===== src/include/codec_fs_pkg.sv =====
/*
 * Shared constants, register map and carrier types for the codec frame-sync,
 * upstream shifter and interrupt block.
 * Assumes a 25 MHz system clock and an APB master with 32-bit data.
 */
package codec_fs_pkg;
    localparam logic [7:0] OFF_CTRL = 8'h00;
    localparam logic [7:0] OFF_STATUS = 8'h04;
    localparam logic [7:0] OFF_MASK = 8'h08;
    localparam logic [7:0] OFF_RTD = 8'h0c;
    localparam logic [7:0] OFF_TXDATA = 8'h10;
    localparam logic [7:0] OFF_SLOT = 8'h14;
    localparam logic [7:0] OFF_IEVT = 8'h18;
    localparam logic [7:0] OFF_IMASK = 8'h1c;
    localparam logic [7:0] OFF_ID = 8'h20;

    // identity value, arbitrary
    localparam logic [31:0] ID_VALUE = 32'h0000_a5c1;

    // control bits
    localparam int CTRL_GCI = 0;
    localparam int CTRL_OPEN_DRAIN = 1;
    localparam int CTRL_TX_ARM = 2;
    localparam int CTRL_CLK_FROM_PCM = 3;
    localparam int CTRL_MUX_SEL = 4;
    localparam int CTRL_SW_RESET = 5;
    localparam logic [31:0] CTRL_RESET = 32'h0000_0000;

    // status bits
    localparam int ST_RTD_CHANGE = 0;
    localparam int ST_TX_NEW = 1;
    localparam int ST_FAST_DCL = 2;
    localparam int ST_FRAME = 3;

    localparam int RTD_W = 8;
    localparam int BYTES_PER_CH = 4;
    localparam int GCI_CHANNELS = 8;
    localparam int CH_PER_GROUP = 4;
    localparam int BITS_PER_CH = 32;
    localparam int MEM_DEPTH = 16;

    // a 2.048 MHz data clock gives 256 bit clocks per 125 us frame
    localparam int FRAME_US = 125;
    localparam int SLOW_BITS_PER_FRAME = 256;
    localparam logic [9:0] FAST_THRESHOLD = 10'd384;

    // interrupt events
    localparam int EV_RTD = 0;
    localparam int EV_TX = 1;
    localparam int EV_FRAME = 2;
    localparam int EV_W = 3;

    typedef struct packed {
        logic gci_mode;
        logic open_drain;
        logic tx_arm;
        logic clk_from_pcm;
        logic mux_sel;
    } ctrl_t;

    typedef struct packed {
        logic [2:0] channel;
        logic [4:0] bit_idx;
    } slot_pos_t;

    // first channel of the group is twice the selected pair number
    function automatic logic [2:0] group_base(input logic sel_low, input logic sel_high);
        return {sel_high, sel_low, 1'b0};
    endfunction : group_base
endpackage : codec_fs_pkg


===== src/rtl/codec_tx_mem.sv =====
/*
 * Small transmit byte store: 16 words of 8 bits, one write port and one
 * registered read port.
 * Assumes a single clock; read data appear one cycle after the address.
 */
`timescale 1ns/100ps
`default_nettype none
module codec_tx_mem
    import codec_fs_pkg::*;
(
    input wire logic CLK_I,
    input wire logic we_i,
    input wire logic [3:0] waddr_i,
    input wire logic [7:0] wdata_i,
    input wire logic [3:0] raddr_i,
    output logic [7:0] rdata_o
);
    logic [7:0] mem [MEM_DEPTH];

    always_ff @(posedge CLK_I) begin
        if (we_i) begin
            mem[waddr_i] <= wdata_i;
        end
        rdata_o <= mem[raddr_i];
    end
endmodule : codec_tx_mem
`default_nettype wire


===== src/rtl/codec_frame_sync_and_interrupt.sv =====
/*
 * Codec digital interface slice: GCI upstream shifter, frame alignment in
 * PCM and GCI mode, data clock rate detection, the active-low interrupt and
 * the master clock / detector multiplex select pin, with APB registers.
 * Assumes the bit clock and frame pulses are synchronous to CLK_I and are
 * sampled on it; the bit clock must be well below half of CLK_I.
 */
`timescale 1ns/100ps
`default_nettype none
module codec_frame_sync_and_interrupt
    import codec_fs_pkg::*;
(
    input wire logic CLK_I,
    input wire logic RST_I,
    input wire logic PSEL_I,
    input wire logic PENABLE_I,
    input wire logic PWRITE_I,
    input wire logic [7:0] PADDR_I,
    input wire logic [31:0] PWDATA_I,
    output logic [31:0] PRDATA_O,
    output logic PREADY_O,
    output logic PSLVERR_O,
    input wire logic GCI_BIT_CLOCK_I,
    input wire logic PCM_FRAME_PULSE_I,
    input wire logic GCI_FRAME_PULSE_I,
    input wire logic GROUP_SELECT_LOW_I,
    input wire logic GROUP_SELECT_HIGH_I,
    input wire logic [RTD_W-1:0] REAL_TIME_DETECT_BITS_I,
    output logic GCI_UPSTREAM_OUT_O,
    output logic GCI_UPSTREAM_OE_O,
    output logic INT_N_O,
    output logic INT_N_OE_O,
    output logic IRQ_O,
    output logic DETECTOR_MUX_SELECT_O,
    output logic DETECTOR_MUX_SELECT_OE_O,
    output logic [6:0] PCM_SLOT_O
);
    ctrl_t ctrl_r, ctrl_nxt;
    logic [RTD_W-1:0] rtd_r, rtd_nxt, rtd_prev_r, rtd_prev_nxt, rtdmask_r, rtdmask_nxt;
    logic [1:0] status_r, status_nxt;
    logic [EV_W-1:0] ievt_r, ievt_nxt, imask_r, imask_nxt;
    logic fast_r, fast_nxt, half_r, half_nxt, clk_d_r, clk_d_nxt;
    logic [9:0] edge_cnt_r, edge_cnt_nxt;
    logic [7:0] bit_cnt_r, bit_cnt_nxt;
    logic [7:0] shift_r, shift_nxt;
    logic up_r, up_nxt, up_oe_r, up_oe_nxt;
    logic [6:0] slot_r, slot_nxt;
    logic [2:0] pcm_bit_r, pcm_bit_nxt;
    logic [31:0] prdata_r, prdata_nxt;
    logic pready_r, pready_nxt, pslverr_r, pslverr_nxt;
    logic int_n_r, int_n_nxt, int_oe_r, int_oe_nxt, irq_r, irq_nxt;
    logic mux_r, mux_nxt, mux_oe_r, mux_oe_nxt;
    logic mem_we;
    logic [3:0] mem_waddr, mem_raddr;
    logic [7:0] mem_rdata;

    logic bit_rise, data_tick, frame_pulse, wr, rd, sw_reset;
    logic in_group;
    slot_pos_t pos;

    codec_tx_mem u_mem (
        .CLK_I(CLK_I),
        .we_i(mem_we),
        .waddr_i(mem_waddr),
        .wdata_i(PWDATA_I[7:0]),
        .raddr_i(mem_raddr),
        .rdata_o(mem_rdata)
    );

    function automatic logic is_ch_in_group(input logic [2:0] ch, input logic sl, input logic sh);
        // the two selects pick one of four channel pairs, the group spans two adjacent pairs
        logic [1:0] pair;
        logic [1:0] base;
        pair = ch[2:1];
        base = {sh, sl};
        return (pair == base) || (pair == base + 2'd1);
    endfunction : is_ch_in_group

    // writes land at the edge where the master sees ready high
    assign wr = PSEL_I && PENABLE_I && PWRITE_I && pready_r;
    assign rd = PSEL_I && PENABLE_I && !PWRITE_I && !pready_r;
    assign sw_reset = wr && PADDR_I == OFF_CTRL && PWDATA_I[CTRL_SW_RESET];
    assign bit_rise = GCI_BIT_CLOCK_I && !clk_d_r;
    // with a 4.096 MHz clock only every second rising edge moves data
    assign data_tick = bit_rise && (!fast_r || half_r);
    assign frame_pulse = ctrl_r.gci_mode ? GCI_FRAME_PULSE_I : PCM_FRAME_PULSE_I;
    // position of the bit that starts at this tick; a frame pulse restarts at bit 0
    assign pos = (bit_rise && frame_pulse) ? slot_pos_t'(8'h00) : slot_pos_t'(bit_cnt_r + 8'd1);
    assign in_group = is_ch_in_group(pos.channel, GROUP_SELECT_LOW_I, GROUP_SELECT_HIGH_I);
    assign mem_we = wr && PADDR_I == OFF_TXDATA;
    assign mem_waddr = PWDATA_I[11:8];
    // prefetch for the next bit; bit 0 is fetched at count 255, so a frame pulse off the
    // 256-bit grid sends one stale first byte
    assign mem_raddr = {2'(pos.channel - group_base(GROUP_SELECT_LOW_I, GROUP_SELECT_HIGH_I)), pos.bit_idx[4:3]};

    always_comb begin
        ctrl_nxt = ctrl_r;
        rtdmask_nxt = rtdmask_r;
        imask_nxt = imask_r;
        status_nxt = status_r;
        ievt_nxt = ievt_r;
        prdata_nxt = prdata_r;
        pready_nxt = 1'b0;
        pslverr_nxt = 1'b0;
        rtd_nxt = REAL_TIME_DETECT_BITS_I;
        rtd_prev_nxt = rtd_r;
        if (PSEL_I && PENABLE_I && !pready_r) begin
            pready_nxt = 1'b1;
            prdata_nxt = 32'h0000_0000;
            case (PADDR_I)
                OFF_CTRL: prdata_nxt = {27'h0, ctrl_r.mux_sel, ctrl_r.clk_from_pcm, ctrl_r.tx_arm,
                                        ctrl_r.open_drain, ctrl_r.gci_mode};
                OFF_STATUS: prdata_nxt = {28'h0, frame_seen(), fast_r, status_r};
                OFF_MASK: prdata_nxt = {24'h0, rtdmask_r};
                OFF_RTD: prdata_nxt = {24'h0, rtd_r};
                OFF_TXDATA: prdata_nxt = 32'h0000_0000;
                OFF_SLOT: prdata_nxt = {18'h0, pcm_bit_r, 4'h0, slot_r};
                OFF_IEVT: prdata_nxt = {29'h0, ievt_r};
                OFF_IMASK: prdata_nxt = {29'h0, imask_r};
                OFF_ID: prdata_nxt = ID_VALUE;
                default: pslverr_nxt = 1'b1;
            endcase
            // reading the status register releases the interrupt
            // cleared where the data is captured, so no event slips between capture and clear
            if (rd && PADDR_I == OFF_STATUS) begin
                status_nxt = 2'b00;
            end
        end
        if (wr) begin
            case (PADDR_I)
                OFF_CTRL: begin
                    ctrl_nxt.gci_mode = PWDATA_I[CTRL_GCI];
                    ctrl_nxt.open_drain = PWDATA_I[CTRL_OPEN_DRAIN];
                    ctrl_nxt.tx_arm = PWDATA_I[CTRL_TX_ARM];
                    ctrl_nxt.clk_from_pcm = PWDATA_I[CTRL_CLK_FROM_PCM];
                    ctrl_nxt.mux_sel = PWDATA_I[CTRL_MUX_SEL];
                end
                OFF_MASK: rtdmask_nxt = PWDATA_I[RTD_W-1:0];
                OFF_IMASK: imask_nxt = PWDATA_I[EV_W-1:0];
                OFF_IEVT: ievt_nxt = ievt_r & ~PWDATA_I[EV_W-1:0];
                default: ;
            endcase
        end
        // events set after the read and IEVT clears so a same-cycle event wins; a software reset clears them all
        if (((rtd_r ^ rtd_prev_r) & ~rtdmask_r) != '0) begin
            status_nxt[ST_RTD_CHANGE] = 1'b1;
            ievt_nxt[EV_RTD] = 1'b1;
        end
        if (mem_we) begin
            ievt_nxt[EV_TX] = 1'b1;
            if (ctrl_r.tx_arm) begin
                status_nxt[ST_TX_NEW] = 1'b1;
            end
        end
        if (bit_rise && frame_pulse) begin
            ievt_nxt[EV_FRAME] = 1'b1;
        end
        if (sw_reset) begin
            ctrl_nxt = ctrl_t'(CTRL_RESET[4:0]);
            status_nxt = 2'b00;
            ievt_nxt = '0;
        end
    end

    function automatic logic frame_seen();
        return ievt_r[EV_FRAME];
    endfunction : frame_seen

    // bit clock rate detection and frame alignment
    always_comb begin
        clk_d_nxt = GCI_BIT_CLOCK_I;
        fast_nxt = fast_r;
        half_nxt = half_r;
        edge_cnt_nxt = edge_cnt_r;
        bit_cnt_nxt = bit_cnt_r;
        slot_nxt = slot_r;
        pcm_bit_nxt = pcm_bit_r;
        shift_nxt = shift_r;
        up_nxt = up_r;
        up_oe_nxt = up_oe_r;
        if (bit_rise) begin
            half_nxt = !half_r;
            if (edge_cnt_r != 10'h3ff) begin
                edge_cnt_nxt = edge_cnt_r + 10'd1;
            end
            if (frame_pulse) begin
                // 384 or more rising edges per frame means the 4.096 MHz clock
                fast_nxt = edge_cnt_r >= FAST_THRESHOLD;
                edge_cnt_nxt = 10'd1;
                // bit 0 spans this rise and the next one in the fast case
                half_nxt = 1'b0;
            end
        end
        if (bit_rise && frame_pulse) begin
            bit_cnt_nxt = 8'h00;
            slot_nxt = 7'h00;
            pcm_bit_nxt = 3'h0;
        end else if (data_tick) begin
            bit_cnt_nxt = bit_cnt_r + 8'd1;
            pcm_bit_nxt = pcm_bit_r + 3'd1;
            if (pcm_bit_r == 3'h7) begin
                slot_nxt = slot_r + 7'd1;
            end
        end
        if (data_tick || (bit_rise && frame_pulse)) begin
            if (ctrl_r.gci_mode && in_group) begin
                up_oe_nxt = 1'b1;
                if (pos.bit_idx[2:0] == 3'h0) begin
                    up_nxt = mem_rdata[7];
                    shift_nxt = {mem_rdata[6:0], 1'b0};
                end else begin
                    up_nxt = shift_r[7];
                    shift_nxt = {shift_r[6:0], 1'b0};
                end
            end else begin
                up_oe_nxt = 1'b0;
                up_nxt = 1'b1;
            end
        end
    end

    // interrupt and multiplexed pin drive
    always_comb begin
        irq_nxt = (ievt_r & imask_r) != '0;
        int_n_nxt = !(status_r != 2'b00);
        // open drain only pulls low; push-pull drives both levels
        int_oe_nxt = ctrl_r.open_drain ? !int_n_nxt : 1'b1;
        mux_oe_nxt = ctrl_r.gci_mode || ctrl_r.clk_from_pcm;
        mux_nxt = mux_oe_nxt && ctrl_r.mux_sel;
    end

    always_ff @(posedge CLK_I) begin
        if (RST_I) begin
            ctrl_r <= ctrl_t'(CTRL_RESET[4:0]);
            rtd_r <= '0;
            rtd_prev_r <= '0;
            rtdmask_r <= '1;
            status_r <= 2'b00;
            ievt_r <= '0;
            imask_r <= '0;
            prdata_r <= 32'h0000_0000;
            pready_r <= 1'b0;
            pslverr_r <= 1'b0;
        end else begin
            ctrl_r <= ctrl_nxt;
            rtd_r <= rtd_nxt;
            rtd_prev_r <= rtd_prev_nxt;
            rtdmask_r <= rtdmask_nxt;
            status_r <= status_nxt;
            ievt_r <= ievt_nxt;
            imask_r <= imask_nxt;
            prdata_r <= prdata_nxt;
            pready_r <= pready_nxt;
            pslverr_r <= pslverr_nxt;
        end
    end

    always_ff @(posedge CLK_I) begin
        if (RST_I) begin
            // a clock already high at release is not a rise
            clk_d_r <= 1'b1;
            fast_r <= 1'b0;
            half_r <= 1'b0;
            edge_cnt_r <= 10'h000;
            bit_cnt_r <= 8'h00;
            slot_r <= 7'h00;
            pcm_bit_r <= 3'h0;
            shift_r <= 8'h00;
            up_r <= 1'b1;
            up_oe_r <= 1'b0;
            int_n_r <= 1'b1;
            int_oe_r <= 1'b0;
            irq_r <= 1'b0;
            mux_r <= 1'b0;
            mux_oe_r <= 1'b0;
        end else begin
            clk_d_r <= clk_d_nxt;
            fast_r <= fast_nxt;
            half_r <= half_nxt;
            edge_cnt_r <= edge_cnt_nxt;
            bit_cnt_r <= bit_cnt_nxt;
            slot_r <= slot_nxt;
            pcm_bit_r <= pcm_bit_nxt;
            shift_r <= shift_nxt;
            up_r <= up_nxt;
            up_oe_r <= up_oe_nxt;
            int_n_r <= int_n_nxt;
            int_oe_r <= int_oe_nxt;
            irq_r <= irq_nxt;
            mux_r <= mux_nxt;
            mux_oe_r <= mux_oe_nxt;
        end
    end

    assign PRDATA_O = prdata_r;
    assign PREADY_O = pready_r;
    assign PSLVERR_O = pslverr_r;
    assign GCI_UPSTREAM_OUT_O = up_r;
    assign GCI_UPSTREAM_OE_O = up_oe_r;
    assign INT_N_O = int_n_r;
    assign INT_N_OE_O = int_oe_r;
    assign IRQ_O = irq_r;
    assign DETECTOR_MUX_SELECT_O = mux_r;
    assign DETECTOR_MUX_SELECT_OE_O = mux_oe_r;
    assign PCM_SLOT_O = slot_r;
endmodule : codec_frame_sync_and_interrupt
`default_nettype wire


===== config.mk =====
export PLATFORM = sky130hd
export DESIGN_NAME = codec_frame_sync_and_interrupt
export DESIGN_NICKNAME = d
export VERILOG_FILES = /design/src/include/codec_fs_pkg.sv /design/src/rtl/codec_tx_mem.sv /design/src/rtl/codec_frame_sync_and_interrupt.sv
export SDC_FILE = /design/constraint.sdc
export NUM_CORES = 1
export LEC_CHECK = 0
export ABC_AREA = 0
export BUFFER_PORTS_ARGS = -buffer_cell sky130_fd_sc_hd__buf_2
export CORE_UTILIZATION = 61
export CTS_BUF_LIST = sky130_fd_sc_hd__clkbuf_4
export DETAILED_ROUTE_END_ITERATION = 6
export PLACE_DENSITY = 0.82
export SYNTH_ARGS = -nofsm -noshare
export SYNTH_HDL_FRONTEND = slang
export SYNTH_SLANG_ARGS = --single-unit

===== constraint.sdc =====
create_clock -name CLK_I -period 3.3 [get_ports CLK_I]
set_input_delay 0.165 -clock CLK_I [delete_from_list [all_inputs] [get_ports CLK_I]]
set_output_delay 0.165 -clock CLK_I [all_outputs]
set_load 0.03 [all_outputs]

==> results of run 1 <==
flip-flops by register name, indices dropped and copies added, names as in the netlist, 2 cells and up:
register and count:
PRDATA_O 12, status_r 2, rtd_prev_r 8, bit_cnt_r 8
ctrl_r 5, rtd_prev_nxt 8, rtdmask_r 8, u_mem.mem 128
u_mem.rdata_o 8, pcm_bit_r 3, ievt_r 3, shift_r 7
imask_r 3, PCM_SLOT_O 7, edge_cnt_r 10
synth_stat cells (all sizes together), types with 13 or more instances:
cell type  count
edfxtp       128
dfxtp        104
nor2          89
nand2         63
a21oi         42
mux2i         35
buf           32
nor2b         28
clkbuf        24
xnor2         24
o22ai         22
nand3         21
o21ai         21
nor3          15
xor2          14
nand4         13
final timing paths:
check / start / endpoint / slack (ns) / cells past startpoint
setup / recovery: bit_cnt_r[2] / u_mem.rdata_o[7] / 0.66 / 6
hold / removal: PENABLE_I / PREADY_O / 0.07 / 4
setup reg to reg: bit_cnt_r[2] / u_mem.rdata_o[7] / 0.66 / 6
hold reg to reg: PRDATA_O[12] / PRDATA_O[12] / 0.46 / 2
logic make-up (layout without fill, tap and decap cells):
kind of cell / Yosys count / in the layout / share of synthesized area [%]
compound gates: 161 / 161 / 11.2
buf+inv: 60 / 235 / 3.54
flops: 232 / 232 / 60.7
xor+xnor: 39 / 39 / 3.81
mux: 52 / 52 / 6.36
other cells: 1 / 19 / 0.0384
fa+ha+maj: 6 / 6 / 0.769
simple gates: 268 / 268 / 13.6
area by class of cell:
| type | instances | area, um2 |
|---|---|---|
| antenna | 1 | 2.50 |
| clock buffer | 81 | 608 |
| clock inverter | 20 | 77.6 |
| fill | 1051 | 4080 |
| inverter | 4 | 15.0 |
| multi-input combinational | 544 | 3550 |
| sequential | 232 | 5930 |
| tap | 211 | 264 |
| timing repair buffer | 130 | 901 |
placed cells by master, fill, tap and decap left out, drive strengths merged, types with 7 or more instances in the layout:
master       synthesis  routed
a211o                8       8
xnor2               24      24
dlygate4sd3          0      37
conb                 1      18
o211ai               7       7
nand2               63      63
o22ai               22      22
nand4               13      13
o31ai                7       7
nor2b               28      28
mux2                10      10
nor3                15      15
dfxtp              104     104
edfxtp             128     128
mux2i               35      35
nand3               21      21
clkbuf              24      81
buf                 32      93
mux4                 7       7
o2111ai              7       7
xor2                14      14
clkinv               0      19
a221o                8       8
a21oi               42      42
nor2                89      89
o21ai               21      21
a311oi               8       8
metrics by stage:
stage / instances / hold WS (ns)
after global routing: 1223 / 0.0556
after detailed placement: 1084 / 0.380
after CTS: 1222 / 0.00333
after floorplan: 836 / 0.264
after global placement: 1084 / 0.373
final: 1223 / 0.0703
worst reg2reg max path, delay by kind of cell (launching register included):
family | cells | cell delay (ns)
flops | 1 | 0.48
simple gates | 2 | 0.71
compound gates | 4 | 1.30
layer usage:
metal | vias up | GRT usage (%) | wire [um]
li1 | 3342 | - | -
met1 | 3392 | 37.8 | 9250
met2 | 340 | 46.5 | 10700
met3 | 61 | 6.40 | 1720
met4 | 0 | 11.3 | 623
met5 | - | 0 | 0
where the power goes:
part	internal [uW]	switching, uW	leakage [uW]
Clock	1130	1100	0.000411
Sequential	3070	18.8	0.00200
Combinational	105	192	0.00168
Total	4300	1310	0.00409
==> reports/summary.txt, run 1 <==
Status = finished, final reports clean
Starting density of the core = 63.3%
Clock skew = 0.0186 ns
DP Area = 10300 um2
Post-route cell area = 11300 um2
# rows = 45
Final setup viols = 0
Die Y = 128 um
Top post-synthesis cells by area = edfxtp_1 39%, dfxtp_1 21%, mux2i_1 3.6%
Setup TNS = 0 ns
Seq/Total Area, Yosys = 60.7%
Area growth syn-to-layout = 16.3%
Wire per inst = 18.2 um
Minimum clock period after layout = 2.64 ns
Library cells used by synthesis = 68
Grt ovf = 0
Ys async rst share = 0%
Hold Violations, Final = 0
Largest net degree at the start of global routing = 38
Worst skew pair latency = 0.66 ns
CTS tree = built
Pwr Total = 5610 uW
Slowest stage delay, CP = 0.48 ns
Drt drc = 0
Routed wire length = 22300 um
Area share of the largest cell type after synthesis = 39.4%
Synthesized area = 9760 um2
Post-synth EDFFs = 128
All-Layer GR Usage = 28.7%
Worst EP required = 3.80 ns
CP delay by family, top = compound AO/OA/AOI/OAI gates
Antenna violations before repair = 1
Die area = 16500 um2
Worst Setup End Kind = flip-flop
Setup bufs post-CTS = 0
Worst-Margin Slew = 0.959 ns
Post-synth top flop = edfxtp_1
TritonRoute pass-1 iters = 6
Crit path launch type = flip-flop
RSZ-0062 raised after global routing = false
Core area = 15400 um2
Number of global-route vias before repair = 6938
Fin. max-slew vios = 0
Routed Antenna Nets = 0
Crit share post-route = 80.1%
NumNets Final = 1030
Post-synth top area cell = edfxtp_1
Critical Path AT = 3.14 ns
Initial DRC Count = 1033
Pwr Density = 495 nW/um2
Clk buf depth = 3
Global-route wire length before repair = 35800 um
Post-synthesis register bit count = 232
Total clock sinks = 232
Final HPWL DP = 13800 um
Clk root buf = clkbuf_4
Setup CP Type = reg2reg
Share of layout cells above drive strength 1 = 20.7%
Final worst slack = 0.656 ns
Syn_area_per_cell = 11.9 um2
Worst vdd ir = 438 uV
IO Pins = 106
Vias = 7135
Width of the die = 128 um
Rel. slew slack = 35.5%
Number of buffers and inverters on the critical path = 0
CP max FO = 16
Yosys Warn Count = 0
Pre-CTS WS = 0.741 ns
Post-layout util = 73.5%
Cts repair resizes = 0
Hold-fix buffers at CTS = 37
Vias per cell = 5.83
Lkg Pwr = 0.00409 uW
CTS Buf Count = 54
Worst path cell trace = nand3_2 > or3_4 > a21o_1 > a221o_1 > o211ai_1 > o31ai_1
Final RePlAce weighted congestion = 0.920
Worst-path clk slew = 0.08 ns
Mapped Cells = 819
Port bufs = 67
Max-Cap Viols = 0
H-tree lvl count = 2
Hold WC Path Type = in2reg
Master of the slowest instance on the critical path = dfxtp_1
Max frequency = 378 MHz
(Power assumes the default switching activity.)
==> inputs of run 2 (changes only) <==
--- a/config.mk
+++ b/config.mk
@@ -5,12 +5,12 @@
 export SDC_FILE = /design/constraint.sdc
 export NUM_CORES = 1
 export LEC_CHECK = 0
-export ABC_AREA = 0
+export ABC_AREA = 1
 export BUFFER_PORTS_ARGS = -buffer_cell sky130_fd_sc_hd__buf_2
-export CORE_UTILIZATION = 61
+export CORE_UTILIZATION = 55
 export CTS_BUF_LIST = sky130_fd_sc_hd__clkbuf_4
 export DETAILED_ROUTE_END_ITERATION = 6
-export PLACE_DENSITY = 0.82
+export PLACE_DENSITY = 0.78
 export SYNTH_ARGS = -nofsm -noshare
 export SYNTH_HDL_FRONTEND = slang
 export SYNTH_SLANG_ARGS = --single-unit
==> constraint.sdc (replaced) <==
create_clock -name CLK_I -period 2.3 [get_ports CLK_I]
set_input_delay 0.115 -clock CLK_I [delete_from_list [all_inputs] [get_ports CLK_I]]
set_output_delay 0.115 -clock CLK_I [all_outputs]
set_load 0.03 [all_outputs]
==> run 2 against run 1 <==
Effect of this change:
- the flow now finishes with violations (design-rule violations)
- via count grew 15%
- largest cell class unchanged
- sequential share of layout area shrank 2.7 points
- synthesized cell count grew 35%
- non-clock buffer count grew 12
- count of clock-buffer cells in the layout shrank 2
- sequential power grew 44%
- design area grew 5.4%
==> reports/summary.txt, run 2 <==
Status = finished with violations
Failing checks = design-rule violations
Worst min-delay path startpoint = GROUP_SELECT_HIGH_I
Number of global-route vias before repair = 7836
CTS Buf Count = 55
Hold Violations, Final = 0
CTS tree = built
Wire per inst = 15.2 um
NumNets Final = 1333
Worst Setup SP = PREADY_O
IO Pins = 106
Clk root buf = clkbuf_4
Grt ovf = 0
Setup CP Type = reg2reg
Fin. max-slew vios = 0
Cts repair resizes = 0
Switch Pwr = 2030 uW
Comb pwr share = 6.8%
Setup TNS = 0 ns
Seq/Total Area, Yosys = 57.9%
Pwr Total = 8430 uW
Drt drc = 10
RSZ-0062 raised after global routing = false
Final HPWL DP = 14900 um
Worst-Margin Slew = 0.632 ns
Worst path cell trace = inv_1 > nor3_4 > nand2_1 > inv_1 > nand3_1 > nor2_1 > dlygate4sd3_1
H-tree lvl count = 2
Commonest cells after routing, fill and taps aside = 218 x nand2_1, 145 x inv_1, 128 x edfxtp_1
Top post-synthesis cells by area = edfxtp_1 38%, dfxtp_1 20%, nand2_1 8.0%
Largest register FFs = 128
Clk pwr share = 40.5%
Lkg Pwr = 0.00506 uW
Share of layout cells above drive strength 1 = 17.0%
Area share of the largest cell type after synthesis = 37.5%
Minimum clock period after layout = 2.14 ns
Post-synthesis register bit count = 232
Clock skew = 0.0359 ns
Routed wire length = 23300 um
Register share of total power = 52.7%
Syn_area_per_cell = 9.24 um2
Hold WC Path Type = in2reg
Worst vdd ir = 577 uV
Post-synth top area cell = edfxtp_1
Int Pwr = 6400 uW
Largest net degree at the start of global routing = 48
Starting density of the core = 56.6%
Switching share of power = 24.1%
Worst Setup End Kind = flip-flop
Most instantiated cells after synthesis = 218 x nand2_1, 145 x inv_1, 128 x edfxtp_1
Most common cell after layout, fill and taps aside = nand2_1
Mapped Cells = 1108
Worst-path clk slew = 0.07 ns
Global-route wire length before repair = 37500 um
All-Layer GR Usage = 24.8%
Routed Antenna Nets = 0
Vias per cell = 5.32
Post-route cell area = 12000 um2
Die area = 19200 um2
Hold Slack = 0.0550 ns
TritonRoute pass-1 iters = 7
Most frequent cell after synthesis = nand2_1
Core area = 18100 um2
Final worst slack = 0.162 ns
Antenna violations before repair = 1
Worst EP required = 2.69 ns
Pre-CTS WS = 0.315 ns
Port bufs = 67
Max frequency = 468 MHz
# rows = 49
Critical Path AT = 2.53 ns
Clk buf depth = 3
Initial DRC Count = 631
Pwr Density = 705 nW/um2
Master of the slowest instance on the critical path = dlygate4sd3_1
Largest Register = u_mem.mem
Total clock sinks = 232
Crit share post-route = 93.0%
Vias = 8185
RR Startpoint = PREADY_O
Die Y = 138 um
CP delay by family, top = buffers and inverters
Number of buffers and inverters on the critical path = 3
Width of the die = 138 um
Max-Cap Viols = 0
Crit path launch type = flip-flop
CP max FO = 6
Ys async rst share = 0%
DP Area = 10800 um2
Yosys Warn Count = 0
Synthesized area = 10200 um2
Most common cell on crit path = inv_1
Slowest stage delay, CP = 0.57 ns
Post-synth top flop = edfxtp_1
Final setup viols = 0
Library cells used by synthesis = 41
Post-synth EDFFs = 128
Area growth syn-to-layout = 16.9%
Rel. slew slack = 57.5%
Final RePlAce weighted congestion = 0.840
Worst skew pair latency = 0.68 ns
[run 2: cell types whose count changed in the layout (fill, tap and decap cells not counted), sizes merged, moves of 28 or more]
cell / change
nor2: +41
nand2: +169
inv: +146
mux2i: -35
nor2b: -28
nand3: +67
o211ai: +45
o21ai: +30
[run 2: cell type report]
cell class / count / area (um2)
Sequential cell: 232 / 5930
Antenna cell: 1 / 2.50
Clock buffer: 79 / 593
Tap cell: 229 / 287
Timing Repair Buffer: 142 / 1050
Clock inverter: 18 / 125
Fill cell: 1350 / 6120
Multi-Input combinational cell: 685 / 3410
Inverter: 153 / 574
[run 2: path summary, 6_finish.rpt]
path / endpoint / depth (start not counted) / slack, ns
setup reg to reg: u_mem.mem[3][3] / 7 / 0.16
hold reg to reg: PRDATA_O[4] / 2 / 0.46
hold / removal: GCI_UPSTREAM_OUT_O / 7 / 0.05
setup / recovery: u_mem.mem[3][3] / 7 / 0.16
[run 2: repair_timing]
item                                   4_1_cts  5_1_grt
endpoints found under the hold margin      193        0
buffers inserted                             0        0
hold buffers                                44        0
[run 2: logic make-up after synthesis]
logic type | share of synthesized area, %
compound gates | 9.39
xor+xnor | 1.27
fa+ha+maj | 0.733
buf+inv | 9.43
flops | 57.9
other cells | 0.0366
simple gates | 21.3
[run 2: per-layer routing]
metal / track usage, % / share of wire [%]
met5: 0 / 0
met4: 9.11 / 2.4
met3: 4.43 / 7.2
met2: 42.3 / 50
met1: 31.5 / 41
[run 2: metrics by stage]
| step | instances | util [%] |
|---|---|---|
| after CTS | 1538 | 66.1 |
| after global routing | 1539 | 66.2 |
| after floorplan | 1125 | - |
| final | 1539 | 66.2 |
| after global placement | 1397 | 59.7 |
| after detailed placement | 1397 | 59.7 |
[run 2: tightest hold or removal path, cell delays in order]
cell     delay [ns]
buf_2          0.12
nand2_1        0.06
nand2_1        0.09
nand2_4        0.10
nand4_1        0.10
nand2_1        0.05
nand2_1        0.04
[run 2: power by group through the flow]
stage                     Clock (uW)  Combinational [uW]  Sequential, uW
after floorplan                    0                 364            4530
after global placement             0                 505            4530
after detailed placement           0                 516            4530
after CTS                       3440                 572            4440
after global routing            3650                 631            4440
final                           3410                 576            4440
